### src/rtl/rxc_cfg.svh
`ifndef RXC_CFG_SVH
`define RXC_CFG_SVH

// ---------------------------------------------------------------
// Channel count
// ---------------------------------------------------------------
`define RXC_NCH 24
`define RXC_NCH5 5'd24
`define RXC_NCH12 12'd24

// ---------------------------------------------------------------
// Register indexes (byte address is four times the index)
// ---------------------------------------------------------------
`define RXC_CCR_IDX 12'h300
`define RXC_UCR_IDX 12'h380
`define RXC_SCR_IDX 12'h3a0
`define RXC_SSR_IDX 12'h3c0
`define RXC_SAR_IDX 12'h500

// ---------------------------------------------------------------
// Reset values
// ---------------------------------------------------------------
`define RXC_CCR_RST 4'h0
`define RXC_UCR_RST 8'h00
`define RXC_SCR_RST 7'h00
`define RXC_SSR_RST 4'h0
`define RXC_SAR_RST 4'h0

// ---------------------------------------------------------------
// Signaling control fields
// ---------------------------------------------------------------
`define RXC_SUB_EN_BIT 6
`define RXC_OVH_EN_BIT 5
`define RXC_DEBOUNCE_BIT 4
`define RXC_SCHEME_HI 3
`define RXC_SCHEME_LO 2
`define RXC_SCH_ALL_ONE 2'b00
`define RXC_SCH_16CODE 2'b01
`define RXC_SCH_4CODE 2'b10
`define RXC_SCH_2CODE 2'b11
`define RXC_SSR_A_BIT 3
`define RXC_SSR_B_BIT 2
`define RXC_LET_A 2'd0
`define RXC_LET_B 2'd1

// ---------------------------------------------------------------
// Channel conditioning codes and patterns
// ---------------------------------------------------------------
`define RXC_CC_INV_ALL 4'h1
`define RXC_CC_INV_ALT 4'h2
`define RXC_CC_INV_ALT2 4'h3
`define RXC_CC_USER 4'h4
`define RXC_CC_BUSY 4'h5
`define RXC_CC_VACANT 4'h6
`define RXC_CC_MOOF 4'h8
`define RXC_CC_INV_MSB 4'hb
`define RXC_CC_INV_LOW 4'hc
`define RXC_MASK_ALL 8'hff
`define RXC_MASK_ALT 8'haa
`define RXC_MASK_ALT2 8'h55
`define RXC_MASK_MSB 8'h80
`define RXC_MASK_LOW 8'h7f
`define RXC_BUSY_CODE 8'h7f
`define RXC_VACANT_CODE 8'hff
`define RXC_MOOF_CODE 8'h1a

// ---------------------------------------------------------------
// Output buffer
// ---------------------------------------------------------------
`define RXC_FIFO_DEPTH 32
`define RXC_FIFO_WIDTH 13

`endif

### src/rtl/rxc_pkg.sv
package rxc_pkg;
	typedef enum logic [1:0] {
		RXC_APB_IDLE = 2'b01,
		RXC_APB_ACK = 2'b10
	} rxc_apb_state_t;
	typedef logic [3:0] rxc_abcd_t;
	typedef logic [4:0] rxc_ch_t;
	typedef logic [23:0][3:0] rxc_sig_arr_t;
endpackage

### src/rtl/rxc_sig_if.sv
`timescale 1ns/1ns
interface rxc_sig_if;
	import rxc_pkg::*;
	logic upd_valid;
	rxc_ch_t upd_ch;
	rxc_abcd_t upd_abcd;
	logic deb_en;
	rxc_sig_arr_t arr;
	logic bus_valid;
	rxc_ch_t bus_ch;
	rxc_abcd_t bus_abcd;
	modport ctl (output upd_valid, upd_ch, upd_abcd, deb_en,
		input arr, bus_valid, bus_ch, bus_abcd);
	modport store (input upd_valid, upd_ch, upd_abcd, deb_en,
		output arr, bus_valid, bus_ch, bus_abcd);
endinterface

### src/rtl/rxc_top.sv
// Function
// - Twenty-four independent per-timeslot conditioning register sets.
// - Conditioning code 0x4 replaces the octet with the channel user code.
// - Substitution enable bit 6 replaces received ABCD bits; zero disables.
// - Substitution touches only PCM output; array and bus keep received bits.
// - Overhead enable bit 5 sends channel array contents on overhead pin.
// - Debounce bit 4: update array and bus after two equal superframes.
// - Debounced: differing consecutive superframes leave array and bus alone.
// - No debounce: array and bus update as soon as bits change.
// - Scheme 00 substitutes every signaling bit with one.
// - Scheme 01 substitutes A,B,C,D from substitution register bits 3-0.
// - Scheme 10 substitutes only bits A and B.
// - Scheme 11 substitutes only bit A.
`timescale 1ns/1ns
`include "rxc_cfg.svh"
module rxc_top
	import rxc_pkg::*;
(
	input wire logic pclk,
	input wire logic presetn,
	input wire logic psel,
	input wire logic penable,
	input wire logic pwrite,
	input wire logic [13:0] paddr,
	input wire logic [31:0] pwdata,
	input wire logic [3:0] pstrb,
	output logic [31:0] prdata,
	output logic pready,
	output logic pslverr,
	input wire logic pcm_in_valid,
	output logic pcm_in_ready,
	input wire logic [4:0] pcm_in_ts,
	input wire logic [7:0] pcm_in_octet,
	input wire logic pcm_in_sig_frame,
	input wire logic [1:0] pcm_in_sig_letter,
	output logic rx_serial_pcm_out_valid,
	input wire logic rx_serial_pcm_out_ready,
	output logic [4:0] rx_serial_pcm_out_ts,
	output logic [7:0] rx_serial_pcm_out,
	input wire logic sig_in_valid,
	input wire logic [4:0] sig_in_ch,
	input wire logic [3:0] sig_in_abcd,
	output logic signaling_bus_out_valid,
	output logic [4:0] signaling_bus_out_ch,
	output logic [3:0] signaling_bus_out,
	output logic overhead_out_valid,
	output logic [4:0] overhead_out_ch,
	output logic [3:0] overhead_out_pin
);
	// ---------------------------------------------------------------
	// Functions
	// ---------------------------------------------------------------
	function automatic logic [5:0] rxc_decode(input logic [11:0] base,
		input logic [11:0] idx);
		logic [11:0] off;
		off = idx - base;
		rxc_decode = {(idx >= base) && (off < `RXC_NCH12), off[4:0]};
	endfunction

	function automatic logic [7:0] rxc_condition(input logic [3:0] code,
		input logic [7:0] oct, input logic [7:0] user);
		logic [7:0] r;
		r = oct;
		unique case (code)
			`RXC_CC_INV_ALL: r = oct ^ `RXC_MASK_ALL;
			`RXC_CC_INV_ALT: r = oct ^ `RXC_MASK_ALT;
			`RXC_CC_INV_ALT2: r = oct ^ `RXC_MASK_ALT2;
			`RXC_CC_USER: r = user;
			`RXC_CC_BUSY: r = `RXC_BUSY_CODE;
			`RXC_CC_VACANT: r = `RXC_VACANT_CODE;
			`RXC_CC_MOOF: r = `RXC_MOOF_CODE;
			`RXC_CC_INV_MSB: r = oct ^ `RXC_MASK_MSB;
			`RXC_CC_INV_LOW: r = oct ^ `RXC_MASK_LOW;
			default: r = oct;
		endcase
		return r;
	endfunction

	function automatic logic rxc_sub_bit(input logic [1:0] scheme,
		input logic [3:0] ssr, input logic [1:0] letter,
		input logic rx_bit);
		logic r;
		r = rx_bit;
		unique case (scheme)
			`RXC_SCH_ALL_ONE: r = 1'b1;
			`RXC_SCH_16CODE: r = ssr[2'd3 - letter];
			`RXC_SCH_4CODE: begin
				if (letter == `RXC_LET_A) begin
					r = ssr[`RXC_SSR_A_BIT];
				end else if (letter == `RXC_LET_B) begin
					r = ssr[`RXC_SSR_B_BIT];
				end
			end
			`RXC_SCH_2CODE: begin
				if (letter == `RXC_LET_A) begin
					r = ssr[`RXC_SSR_A_BIT];
				end
			end
		endcase
		return r;
	endfunction

	// ---------------------------------------------------------------
	// Per-channel register sets
	// ---------------------------------------------------------------
	logic [3:0] ccr_q [0:`RXC_NCH-1];
	logic [7:0] ucr_q [0:`RXC_NCH-1];
	logic [6:0] scr_q [0:`RXC_NCH-1];
	logic [3:0] ssr_q [0:`RXC_NCH-1];

	rxc_apb_state_t state_q;
	logic [11:0] idx;
	logic [5:0] dec_ccr;
	logic [5:0] dec_ucr;
	logic [5:0] dec_scr;
	logic [5:0] dec_ssr;
	logic [5:0] dec_sar;
	logic hit;
	logic wr_en;
	logic [31:0] rd_data;

	rxc_sig_if sig ();

	// ---------------------------------------------------------------
	// APB decode
	// ---------------------------------------------------------------
	assign idx = paddr[13:2];
	assign dec_ccr = rxc_decode(`RXC_CCR_IDX, idx);
	assign dec_ucr = rxc_decode(`RXC_UCR_IDX, idx);
	assign dec_scr = rxc_decode(`RXC_SCR_IDX, idx);
	assign dec_ssr = rxc_decode(`RXC_SSR_IDX, idx);
	assign dec_sar = rxc_decode(`RXC_SAR_IDX, idx);
	assign hit = dec_ccr[5] || dec_ucr[5] || dec_scr[5] || dec_ssr[5] ||
		dec_sar[5];
	assign wr_en = (state_q == RXC_APB_ACK) && psel && penable && pwrite &&
		pstrb[0] && hit;

	always_comb begin
		rd_data = 32'h0000_0000;
		if (dec_ccr[5]) begin
			rd_data = {28'h0000000, ccr_q[dec_ccr[4:0]]};
		end else if (dec_ucr[5]) begin
			rd_data = {24'h000000, ucr_q[dec_ucr[4:0]]};
		end else if (dec_scr[5]) begin
			rd_data = {25'h0, scr_q[dec_scr[4:0]]};
		end else if (dec_ssr[5]) begin
			rd_data = {28'h0000000, ssr_q[dec_ssr[4:0]]};
		end else if (dec_sar[5]) begin
			rd_data = {28'h0000000, sig.arr[dec_sar[4:0]]};
		end
	end

	// ---------------------------------------------------------------
	// APB handshake
	// ---------------------------------------------------------------
	always_ff @(posedge pclk or negedge presetn) begin
		if (!presetn) begin
			state_q <= RXC_APB_IDLE;
			pready <= 1'b0;
			pslverr <= 1'b0;
			prdata <= 32'h0000_0000;
		end else begin
			unique case (state_q)
				RXC_APB_IDLE: begin
					if (psel && !penable) begin
						state_q <= RXC_APB_ACK;
						pready <= 1'b1;
						pslverr <= !hit;
						prdata <= pwrite ? 32'h0000_0000 : rd_data;
					end
				end
				RXC_APB_ACK: begin
					if (psel && penable) begin
						state_q <= RXC_APB_IDLE;
						pready <= 1'b0;
						pslverr <= 1'b0;
					end
				end
			endcase
		end
	end

	// ---------------------------------------------------------------
	// Register writes
	// ---------------------------------------------------------------
	always_ff @(posedge pclk or negedge presetn) begin
		if (!presetn) begin
			for (int i = 0; i < `RXC_NCH; i++) begin
				ccr_q[i] <= `RXC_CCR_RST;
				ucr_q[i] <= `RXC_UCR_RST;
				scr_q[i] <= `RXC_SCR_RST;
				ssr_q[i] <= `RXC_SSR_RST;
			end
		end else if (wr_en) begin
			if (dec_ccr[5]) begin
				ccr_q[dec_ccr[4:0]] <= pwdata[3:0];
			end
			if (dec_ucr[5]) begin
				ucr_q[dec_ucr[4:0]] <= pwdata[7:0];
			end
			if (dec_scr[5]) begin
				scr_q[dec_scr[4:0]] <= pwdata[6:0];
			end
			if (dec_ssr[5]) begin
				ssr_q[dec_ssr[4:0]] <= pwdata[3:0];
			end
		end
	end

	// ---------------------------------------------------------------
	// PCM conditioning path
	// ---------------------------------------------------------------
	logic pcm_ok;
	logic [4:0] pcm_ch;
	logic [6:0] pcm_scr;
	logic [7:0] pcm_cond;
	logic [7:0] pcm_oct;
	logic pcm_take;

	assign pcm_ok = pcm_in_ts < `RXC_NCH5;
	assign pcm_ch = pcm_ok ? pcm_in_ts : 5'd0;
	assign pcm_scr = pcm_ok ? scr_q[pcm_ch] : `RXC_SCR_RST;
	assign pcm_take = pcm_in_valid && pcm_in_ready;

	always_comb begin
		pcm_cond = pcm_in_octet;
		if (pcm_ok) begin
			pcm_cond = rxc_condition(ccr_q[pcm_ch], pcm_in_octet,
				ucr_q[pcm_ch]);
		end
		pcm_oct = pcm_cond;
		if (pcm_scr[`RXC_SUB_EN_BIT] && pcm_in_sig_frame) begin
			pcm_oct[0] = rxc_sub_bit(
				pcm_scr[`RXC_SCHEME_HI:`RXC_SCHEME_LO],
				ssr_q[pcm_ch], pcm_in_sig_letter, pcm_cond[0]);
		end
	end

	rxc_fifo #(
		.WIDTH(`RXC_FIFO_WIDTH),
		.DEPTH(`RXC_FIFO_DEPTH)
	) u_fifo (
		.clk(pclk),
		.rst_n(presetn),
		.in_valid(pcm_in_valid),
		.in_ready(pcm_in_ready),
		.in_data({pcm_in_ts, pcm_oct}),
		.out_valid(rx_serial_pcm_out_valid),
		.out_ready(rx_serial_pcm_out_ready),
		.out_data({rx_serial_pcm_out_ts, rx_serial_pcm_out})
	);

	// ---------------------------------------------------------------
	// Overhead output
	// ---------------------------------------------------------------
	always_ff @(posedge pclk or negedge presetn) begin
		if (!presetn) begin
			overhead_out_valid <= 1'b0;
			overhead_out_ch <= 5'd0;
			overhead_out_pin <= 4'h0;
		end else begin
			overhead_out_valid <= 1'b0;
			if (pcm_take) begin
				overhead_out_ch <= pcm_ch;
				overhead_out_pin <= 4'h0;
				if (pcm_scr[`RXC_OVH_EN_BIT]) begin
					overhead_out_valid <= 1'b1;
					overhead_out_pin <= sig.arr[pcm_ch];
				end
			end
		end
	end

	// ---------------------------------------------------------------
	// Signaling store
	// ---------------------------------------------------------------
	assign sig.upd_valid = sig_in_valid;
	assign sig.upd_ch = sig_in_ch;
	assign sig.upd_abcd = sig_in_abcd;
	assign sig.deb_en = (sig_in_ch < `RXC_NCH5) ?
		scr_q[sig_in_ch][`RXC_DEBOUNCE_BIT] : 1'b0;

	rxc_sig_store u_store (
		.clk(pclk),
		.rst_n(presetn),
		.sig(sig.store)
	);

	assign signaling_bus_out_valid = sig.bus_valid;
	assign signaling_bus_out_ch = sig.bus_ch;
	assign signaling_bus_out = sig.bus_abcd;
endmodule // rxc_top

### src/rtl/rxc_fifo.sv
`timescale 1ns/1ns
module rxc_fifo #(
	parameter int WIDTH = 13,
	parameter int DEPTH = 32
) (
	input wire logic clk,
	input wire logic rst_n,
	input wire logic in_valid,
	output logic in_ready,
	input wire logic [WIDTH-1:0] in_data,
	output logic out_valid,
	input wire logic out_ready,
	output logic [WIDTH-1:0] out_data
);
	localparam int AW = $clog2(DEPTH);
	localparam logic [AW:0] FULL = (AW+1)'(DEPTH);
	logic [WIDTH-1:0] mem_q [0:DEPTH-1];
	logic [AW-1:0] wp_q;
	logic [AW-1:0] rp_q;
	logic [AW:0] cnt_q;
	logic [AW:0] cnt_d;
	logic push;
	logic pop;

	assign push = in_valid && in_ready;
	assign pop = (cnt_q != '0) && (!out_valid || out_ready);

	always_comb begin
		cnt_d = cnt_q;
		if (push && !pop) begin
			cnt_d = cnt_q + 1'b1;
		end else if (pop && !push) begin
			cnt_d = cnt_q - 1'b1;
		end
	end

	always_ff @(posedge clk or negedge rst_n) begin
		if (!rst_n) begin
			cnt_q <= '0;
			in_ready <= 1'b0;
			wp_q <= '0;
			rp_q <= '0;
		end else begin
			cnt_q <= cnt_d;
			in_ready <= (cnt_d != FULL);
			if (push) begin
				wp_q <= wp_q + 1'b1;
			end
			if (pop) begin
				rp_q <= rp_q + 1'b1;
			end
		end
	end

	always_ff @(posedge clk) begin
		if (push) begin
			mem_q[wp_q] <= in_data;
		end
	end

	always_ff @(posedge clk or negedge rst_n) begin
		if (!rst_n) begin
			out_valid <= 1'b0;
			out_data <= '0;
		end else if (pop) begin
			out_valid <= 1'b1;
			out_data <= mem_q[rp_q];
		end else if (out_ready) begin
			out_valid <= 1'b0;
		end
	end
endmodule // rxc_fifo

### src/rtl/rxc_sig_store.sv
`timescale 1ns/1ns
`include "rxc_cfg.svh"
module rxc_sig_store
	import rxc_pkg::*;
(
	input wire logic clk,
	input wire logic rst_n,
	rxc_sig_if.store sig
);
	rxc_abcd_t last_q [0:`RXC_NCH-1];
	rxc_abcd_t arr_q [0:`RXC_NCH-1];
	logic take;

	// Debounce: take a value only when it repeats a superframe
	assign take = !sig.deb_en || (sig.upd_abcd == last_q[sig.upd_ch]);

	always_ff @(posedge clk or negedge rst_n) begin
		if (!rst_n) begin
			for (int i = 0; i < `RXC_NCH; i++) begin
				last_q[i] <= `RXC_SAR_RST;
				arr_q[i] <= `RXC_SAR_RST;
			end
			sig.bus_valid <= 1'b0;
			sig.bus_ch <= '0;
			sig.bus_abcd <= '0;
		end else begin
			sig.bus_valid <= 1'b0;
			if (sig.upd_valid && sig.upd_ch < `RXC_NCH5) begin
				last_q[sig.upd_ch] <= sig.upd_abcd;
				if (take) begin
					arr_q[sig.upd_ch] <= sig.upd_abcd;
				end
				if (take && sig.upd_abcd != arr_q[sig.upd_ch]) begin
					sig.bus_valid <= 1'b1;
					sig.bus_ch <= sig.upd_ch;
					sig.bus_abcd <= sig.upd_abcd;
				end
			end
		end
	end

	always_comb begin
		for (int i = 0; i < `RXC_NCH; i++) begin
			sig.arr[i] = arr_q[i];
		end
	end
endmodule // rxc_sig_store

### config.mk
export PLATFORM = sky130hd
export DESIGN_NAME = rxc_top
export DESIGN_NICKNAME = d
export VERILOG_FILES = /design/src/rtl/rxc_pkg.sv /design/src/rtl/rxc_sig_if.sv /design/src/rtl/rxc_top.sv /design/src/rtl/rxc_fifo.sv /design/src/rtl/rxc_sig_store.sv
export VERILOG_INCLUDE_DIRS = /design/src /design/src/rtl
export SDC_FILE = /design/constraint.sdc
export NUM_CORES = 2
export LEC_CHECK = 0
export ABC_AREA = 1
export ABC_CLOCK_PERIOD_IN_PS = 4500
export BUFFER_PORTS_ARGS = -buffer_cell sky130_fd_sc_hd__buf_4
export CORE_ASPECT_RATIO = 0.5
export CORE_MARGIN = 1.5
export CORE_UTILIZATION = 45
export CTS_CLUSTER_DIAMETER = 200
export DETAILED_ROUTE_END_ITERATION = 10
export PLACE_DENSITY = 0.66
export SYNTH_ARGS = -nofsm -noshare
export SYNTH_HDL_FRONTEND = slang
export SYNTH_SLANG_ARGS = --single-unit
### constraint.sdc
create_clock -name pclk -period 4.5 [get_ports pclk]
set_clock_uncertainty 0.15 [all_clocks]
set_input_delay 0.675 -clock pclk [delete_from_list [all_inputs] [get_ports pclk]]
set_output_delay 0.675 -clock pclk [all_outputs]
set_load 0.1 [all_outputs]
==> summary.txt <==
FINISH
----------------------------------------------------------------------------------------
Share of post-route cells with drive strength above 1                              9.18%
Net count reported at finish                                                        6549
Diodes inserted                                                                        0
Cell area after layout                                                         65000 um2
Area growth from synthesis to layout                                               11.6%
Final Instance Count excl. Fillers                                                  8257

PLACED DESIGN
----------------------------------------------------------------------------------------
Global placer's final weighted congestion                                          0.937
Cell count after placement                                                          8052
Total placed instance area                                                     61200 um2
DP Wirelength                                                                  121000 um
Number of buffers added on ports                                                      98

GRT
----------------------------------------------------------------------------------------
Peak-usage layer in the global routing report                                       met2
Number of antenna violations at the first check in global routing                      2
GRT Resource Usage Total                                                           28.6%
Global routing met3 resource utilization                                           5.43%
GR Layer Usage met1                                                                39.7%
GR Layer Usage met2                                                                43.6%
Via count of the first global-routing pass                                         46100
Overflow left after global routing                                                     0
Pin count of the biggest net entering global routing                                 150
Wire length of the first global-routing pass                                   291000 um

FLOORPLANNING
----------------------------------------------------------------------------------------
Top Ports                                                                            152
Full die area                                                                 132000 um2
Horizontal die dimension                                                          512 um
Initial core utilization                                                           45.3%
Std cell rows                                                                         93
Vert. Die Dim                                                                     257 um
Core outline area                                                             129000 um2

STA
----------------------------------------------------------------------------------------
Setup TNS Final                                                                     0 ns
Unrepaired setup endpoints after global routing                                    false
Time the worst path needs with I/O delays and setup                              3.70 ns
Final Hold Vio Count                                                                   0
Worst hold slack                                                               0.0484 ns
Count of endpoints failing setup in the final report                                   0
Worst Tran Pin Value                                                             1.02 ns
Number of slew-limit violations in the final report                                    0
Portion of the clock cycle consumed by the worst path in the final layout          82.3%
Max-slew headroom at the worst pin                                                 32.2%
Fmax achieved                                                                    270 MHz

CRITICAL PATH
----------------------------------------------------------------------------------------
CP Launch Type                                                              primary input
Number of buffer and inverter stages on the critical path                              6
Required time at the endpoint of the critical path                               4.80 ns
Cell with the largest stage delay on the worst path                         sky130_fd_sc_hd__inv_6
Most used cell, CP                                                          sky130_fd_sc_hd__nand2_1
Largest fanout on the critical path                                                   32
Data arrival, critical path                                                      4.00 ns
Critical path endpoint category                                                flip-flop
Cell family contributing the most delay on the critical path                simple AND/OR/NAND/NOR gates
Critical path type                                                          primary input to flip-flop
Critical path, cell by cell                                                 buf_4 > nand2_2 > nand2_4 > inv_6 > o21ai_0 > nand3_1 > inv_1 > nor2_1 > inv_1 > nand2_1 > nand2_1 > inv_1 > nor2_1 > nand2_1 > nand3_1 > nand2_1 > nand3_1 > nand2_1 > nand3_1 > nand2_1 > nand2_1 > buf_12
Maximum single-stage delay on the critical path                                  0.33 ns

ROUTE
----------------------------------------------------------------------------------------
Final routed wirelength across all metal layers                                192000 um
Number of vias in the routed layout                                                50000
Number of nets with antenna violations after routing                                   0
Per-cell routed wire length                                                      23.2 um
Initial DRC count                                                                   6600
First-pass DRT Iterations                                                              8
Number of DRC violations after detailed routing                                        0
Ratio of routed vias to standard cells                                              6.05

YOSYS
----------------------------------------------------------------------------------------
Post-Syn Instances                                                                  6477
Number of enable-type register cells in the synthesized netlist                      416
Most common library cells after synthesis                                   sky130_fd_sc_hd__nand2_1, sky130_fd_sc_hd__o21ai_0, sky130_fd_sc_hd__dfrtp_1, sky130_fd_sc_hd__edfxtp_1, sky130_fd_sc_hd__nor2_1
Netlist Area Pre-Place                                                         58300 um2
Synth top area share                                                               34.6%
Post-synthesis sequential element count                                             1222
Primary flip-flop cell chosen by synthesis mapping                          sky130_fd_sc_hd__dfrtp_1
Number of unique standard cell types used by synthesis                                64
Per-instance average area after synthesis                                       9.00 um2
Async S/R FF share, synth                                                          66.0%
Top cells by area in the synthesized netlist                                sky130_fd_sc_hd__dfrtp_1, sky130_fd_sc_hd__edfxtp_1, sky130_fd_sc_hd__nand2_1
Sequential area share after synthesis                                              56.1%
Most frequent cell after synthesis                                          sky130_fd_sc_hd__nand2_1
Syn. warnings                                                                          0
Cell type with the largest total area after synthesis                       sky130_fd_sc_hd__dfrtp_1

FLOW RUN
----------------------------------------------------------------------------------------
Count of max-cap constraint violations                                                 0

POWER AND IR DROP
----------------------------------------------------------------------------------------
Overall power                                                                    30.1 mW
P_leak                                                                           26.2 nW
Worst vdd ir                                                                    0.459 mV
Power density relative to cell area                                           464 nW/um2

CTS
----------------------------------------------------------------------------------------
Register clock-pin slew on the reported worst setup and hold paths               0.06 ns
Post-CTS Setup Inserts                                                                 0
Maximum level of the CTS H-tree                                                        3
Clock tree from TritonCTS                                                            yes
Clock root buffer                                                           sky130_fd_sc_hd__clkbuf_16
Clk Latency, worst-skew pair                                                     0.75 ns
Clock net sink count                                                                1222
CTS Buffer Depth                                                                       3
Number of buffers inserted during clock tree synthesis                               110

HOLD PATH
----------------------------------------------------------------------------------------
Hold/Removal Path Class                                                     primary input to flip-flop

STATUS
----------------------------------------------------------------------------------------
Status                                                                         completed

-- report_power, final --
group	switching, mW	internal (mW)	total [mW]
clock network	4.44	5.75	10.2
registers	0.499	12.4	12.9
logic	5.23	1.85	7.08
total	10.2	20.0	30.1
-- cell families (layout without fill, tap and decap cells) --
kind of cell | after synthesis | count (layout) | synth area share (%)
compound gates | 2057 | 2057 | 20.4
xor+xnor | 21 | 21 | 0.316
fa+ha+maj | 11 | 11 | 0.236
buf+inv | 734 | 781 | 5.53
flops | 1222 | 1222 | 56.1
mux | 8 | 8 | 0.137
other cells | 1 | 24 | 0.00644
simple gates | 2423 | 2423 | 17.3
-- flip-flops by register name, indices dropped and copies added, names as in the netlist, 4 cells and up --
| register | cells |
|---|---|
| ssr_q | 96 |
| u_fifo.wp_q | 5 |
| u_fifo.cnt_q | 6 |
| scr_q | 168 |
| u_store.sig.arr | 96 |
| u_store.sig.bus_abcd | 4 |
| prdata | 8 |
| ccr_q | 96 |
| u_fifo.out_data | 13 |
| u_fifo.rp_q | 5 |
| u_fifo.mem_q | 416 |
| ucr_q | 192 |
| u_store.sig.bus_ch | 5 |
| overhead_out_ch | 5 |
| overhead_out_pin | 4 |
| u_store.last_q | 96 |
-- layout make-up --
| class | instances | area, um2 |
|---|---|---|
| clock buffer | 147 | 3120 |
| clock inverter | 57 | 721 |
| fill | 11900 | 63600 |
| inverter | 260 | 992 |
| multi-input combinational | 4544 | 22600 |
| sequential | 1222 | 32700 |
| tap | 1710 | 2140 |
| timing repair buffer | 317 | 2810 |
-- placed cells by master, fill, tap and decap left out, types with 19 or more instances in the layout --
cell type,netlist,layout
sky130_fd_sc_hd__a22oi_1,145,145
sky130_fd_sc_hd__xor2_1,21,21
sky130_fd_sc_hd__buf_12,2,33
sky130_fd_sc_hd__o21ai_1,169,169
sky130_fd_sc_hd__o21ai_0,1017,1015
sky130_fd_sc_hd__nand2_4,40,44
sky130_fd_sc_hd__edfxtp_1,416,416
sky130_fd_sc_hd__nor2_1,408,403
sky130_fd_sc_hd__o22ai_1,298,298
sky130_fd_sc_hd__clkbuf_16,0,112
sky130_fd_sc_hd__buf_4,33,281
sky130_fd_sc_hd__o221ai_1,69,69
sky130_fd_sc_hd__nand4_1,47,47
sky130_fd_sc_hd__clkbuf_8,0,19
sky130_fd_sc_hd__nor3_1,27,23
sky130_fd_sc_hd__inv_1,244,233
sky130_fd_sc_hd__a221oi_1,43,43
sky130_fd_sc_hd__o211ai_1,22,22
sky130_fd_sc_hd__a21oi_1,182,182
sky130_fd_sc_hd__a32oi_1,22,22
sky130_fd_sc_hd__conb_1,1,24
sky130_fd_sc_hd__dfrtp_1,805,803
sky130_fd_sc_hd__nand3_1,294,294
sky130_fd_sc_hd__nand2_1,1565,1561
-- metal layers --
| metal | up-vias | share of wire (%) | wire length (um) |
|---|---|---|---|
| met5 | - | 0.014 | 27 |
| met4 | 4 | 4.6 | 8750 |
| li1 | 22700 | - | - |
| met3 | 482 | 9.3 | 17900 |
| met2 | 2567 | 44 | 85200 |
| met1 | 24200 | 42 | 80100 |
-- what timing repair did --
action / 4_1_cts / 5_1_grt
hold buffers: 1 / 0
gates resized for setup: 0 / 0
hold endpoints to repair: 35 / 0
endpoints found under the setup margin: 0 / 0
-- stage by stage --
stage,setup slack [ns],utilization [%]
after CTS,0.996,50.6
final,0.798,50.6
after global placement,0.227,47.6
after floorplan,0.163,-
after detailed placement,0.235,47.6
after global routing,0.585,50.6
-- final timing paths --
path                                                      from                                  end  slack (ns)  depth (start not counted)
worst max-delay path                              pcm_in_ts[3]        u_fifo.mem_q[13][0]$_DFFE_PP_        0.80                         22
worst min-delay path                            sig_in_abcd[1]  u_store.sig.bus_abcd[1]$_DFFE_PN0P_        0.05                          3
worst max register to register          state_q[0]$_DFFE_PN1P_                prdata[5]$_DFFE_PN0P_        0.96                         13
worst min register to register  u_fifo.out_data[2]$_DFFE_PN0P_       u_fifo.out_data[2]$_DFFE_PN0P_        0.33                          2
max in group asynchronous                              presetn           u_fifo.rp_q[0]$_DFFE_PN0P_        2.50                          3
min in group asynchronous                              presetn                scr_q[84]$_DFFE_PN0P_        0.31                          2
-- tightest hold or removal path: stages --
cell and delay, ns:
sky130_fd_sc_hd__buf_4 0.08, sky130_fd_sc_hd__nand3_1 0.07, sky130_fd_sc_hd__nand2_1 0.06
(Power assumes the default switching activity.)
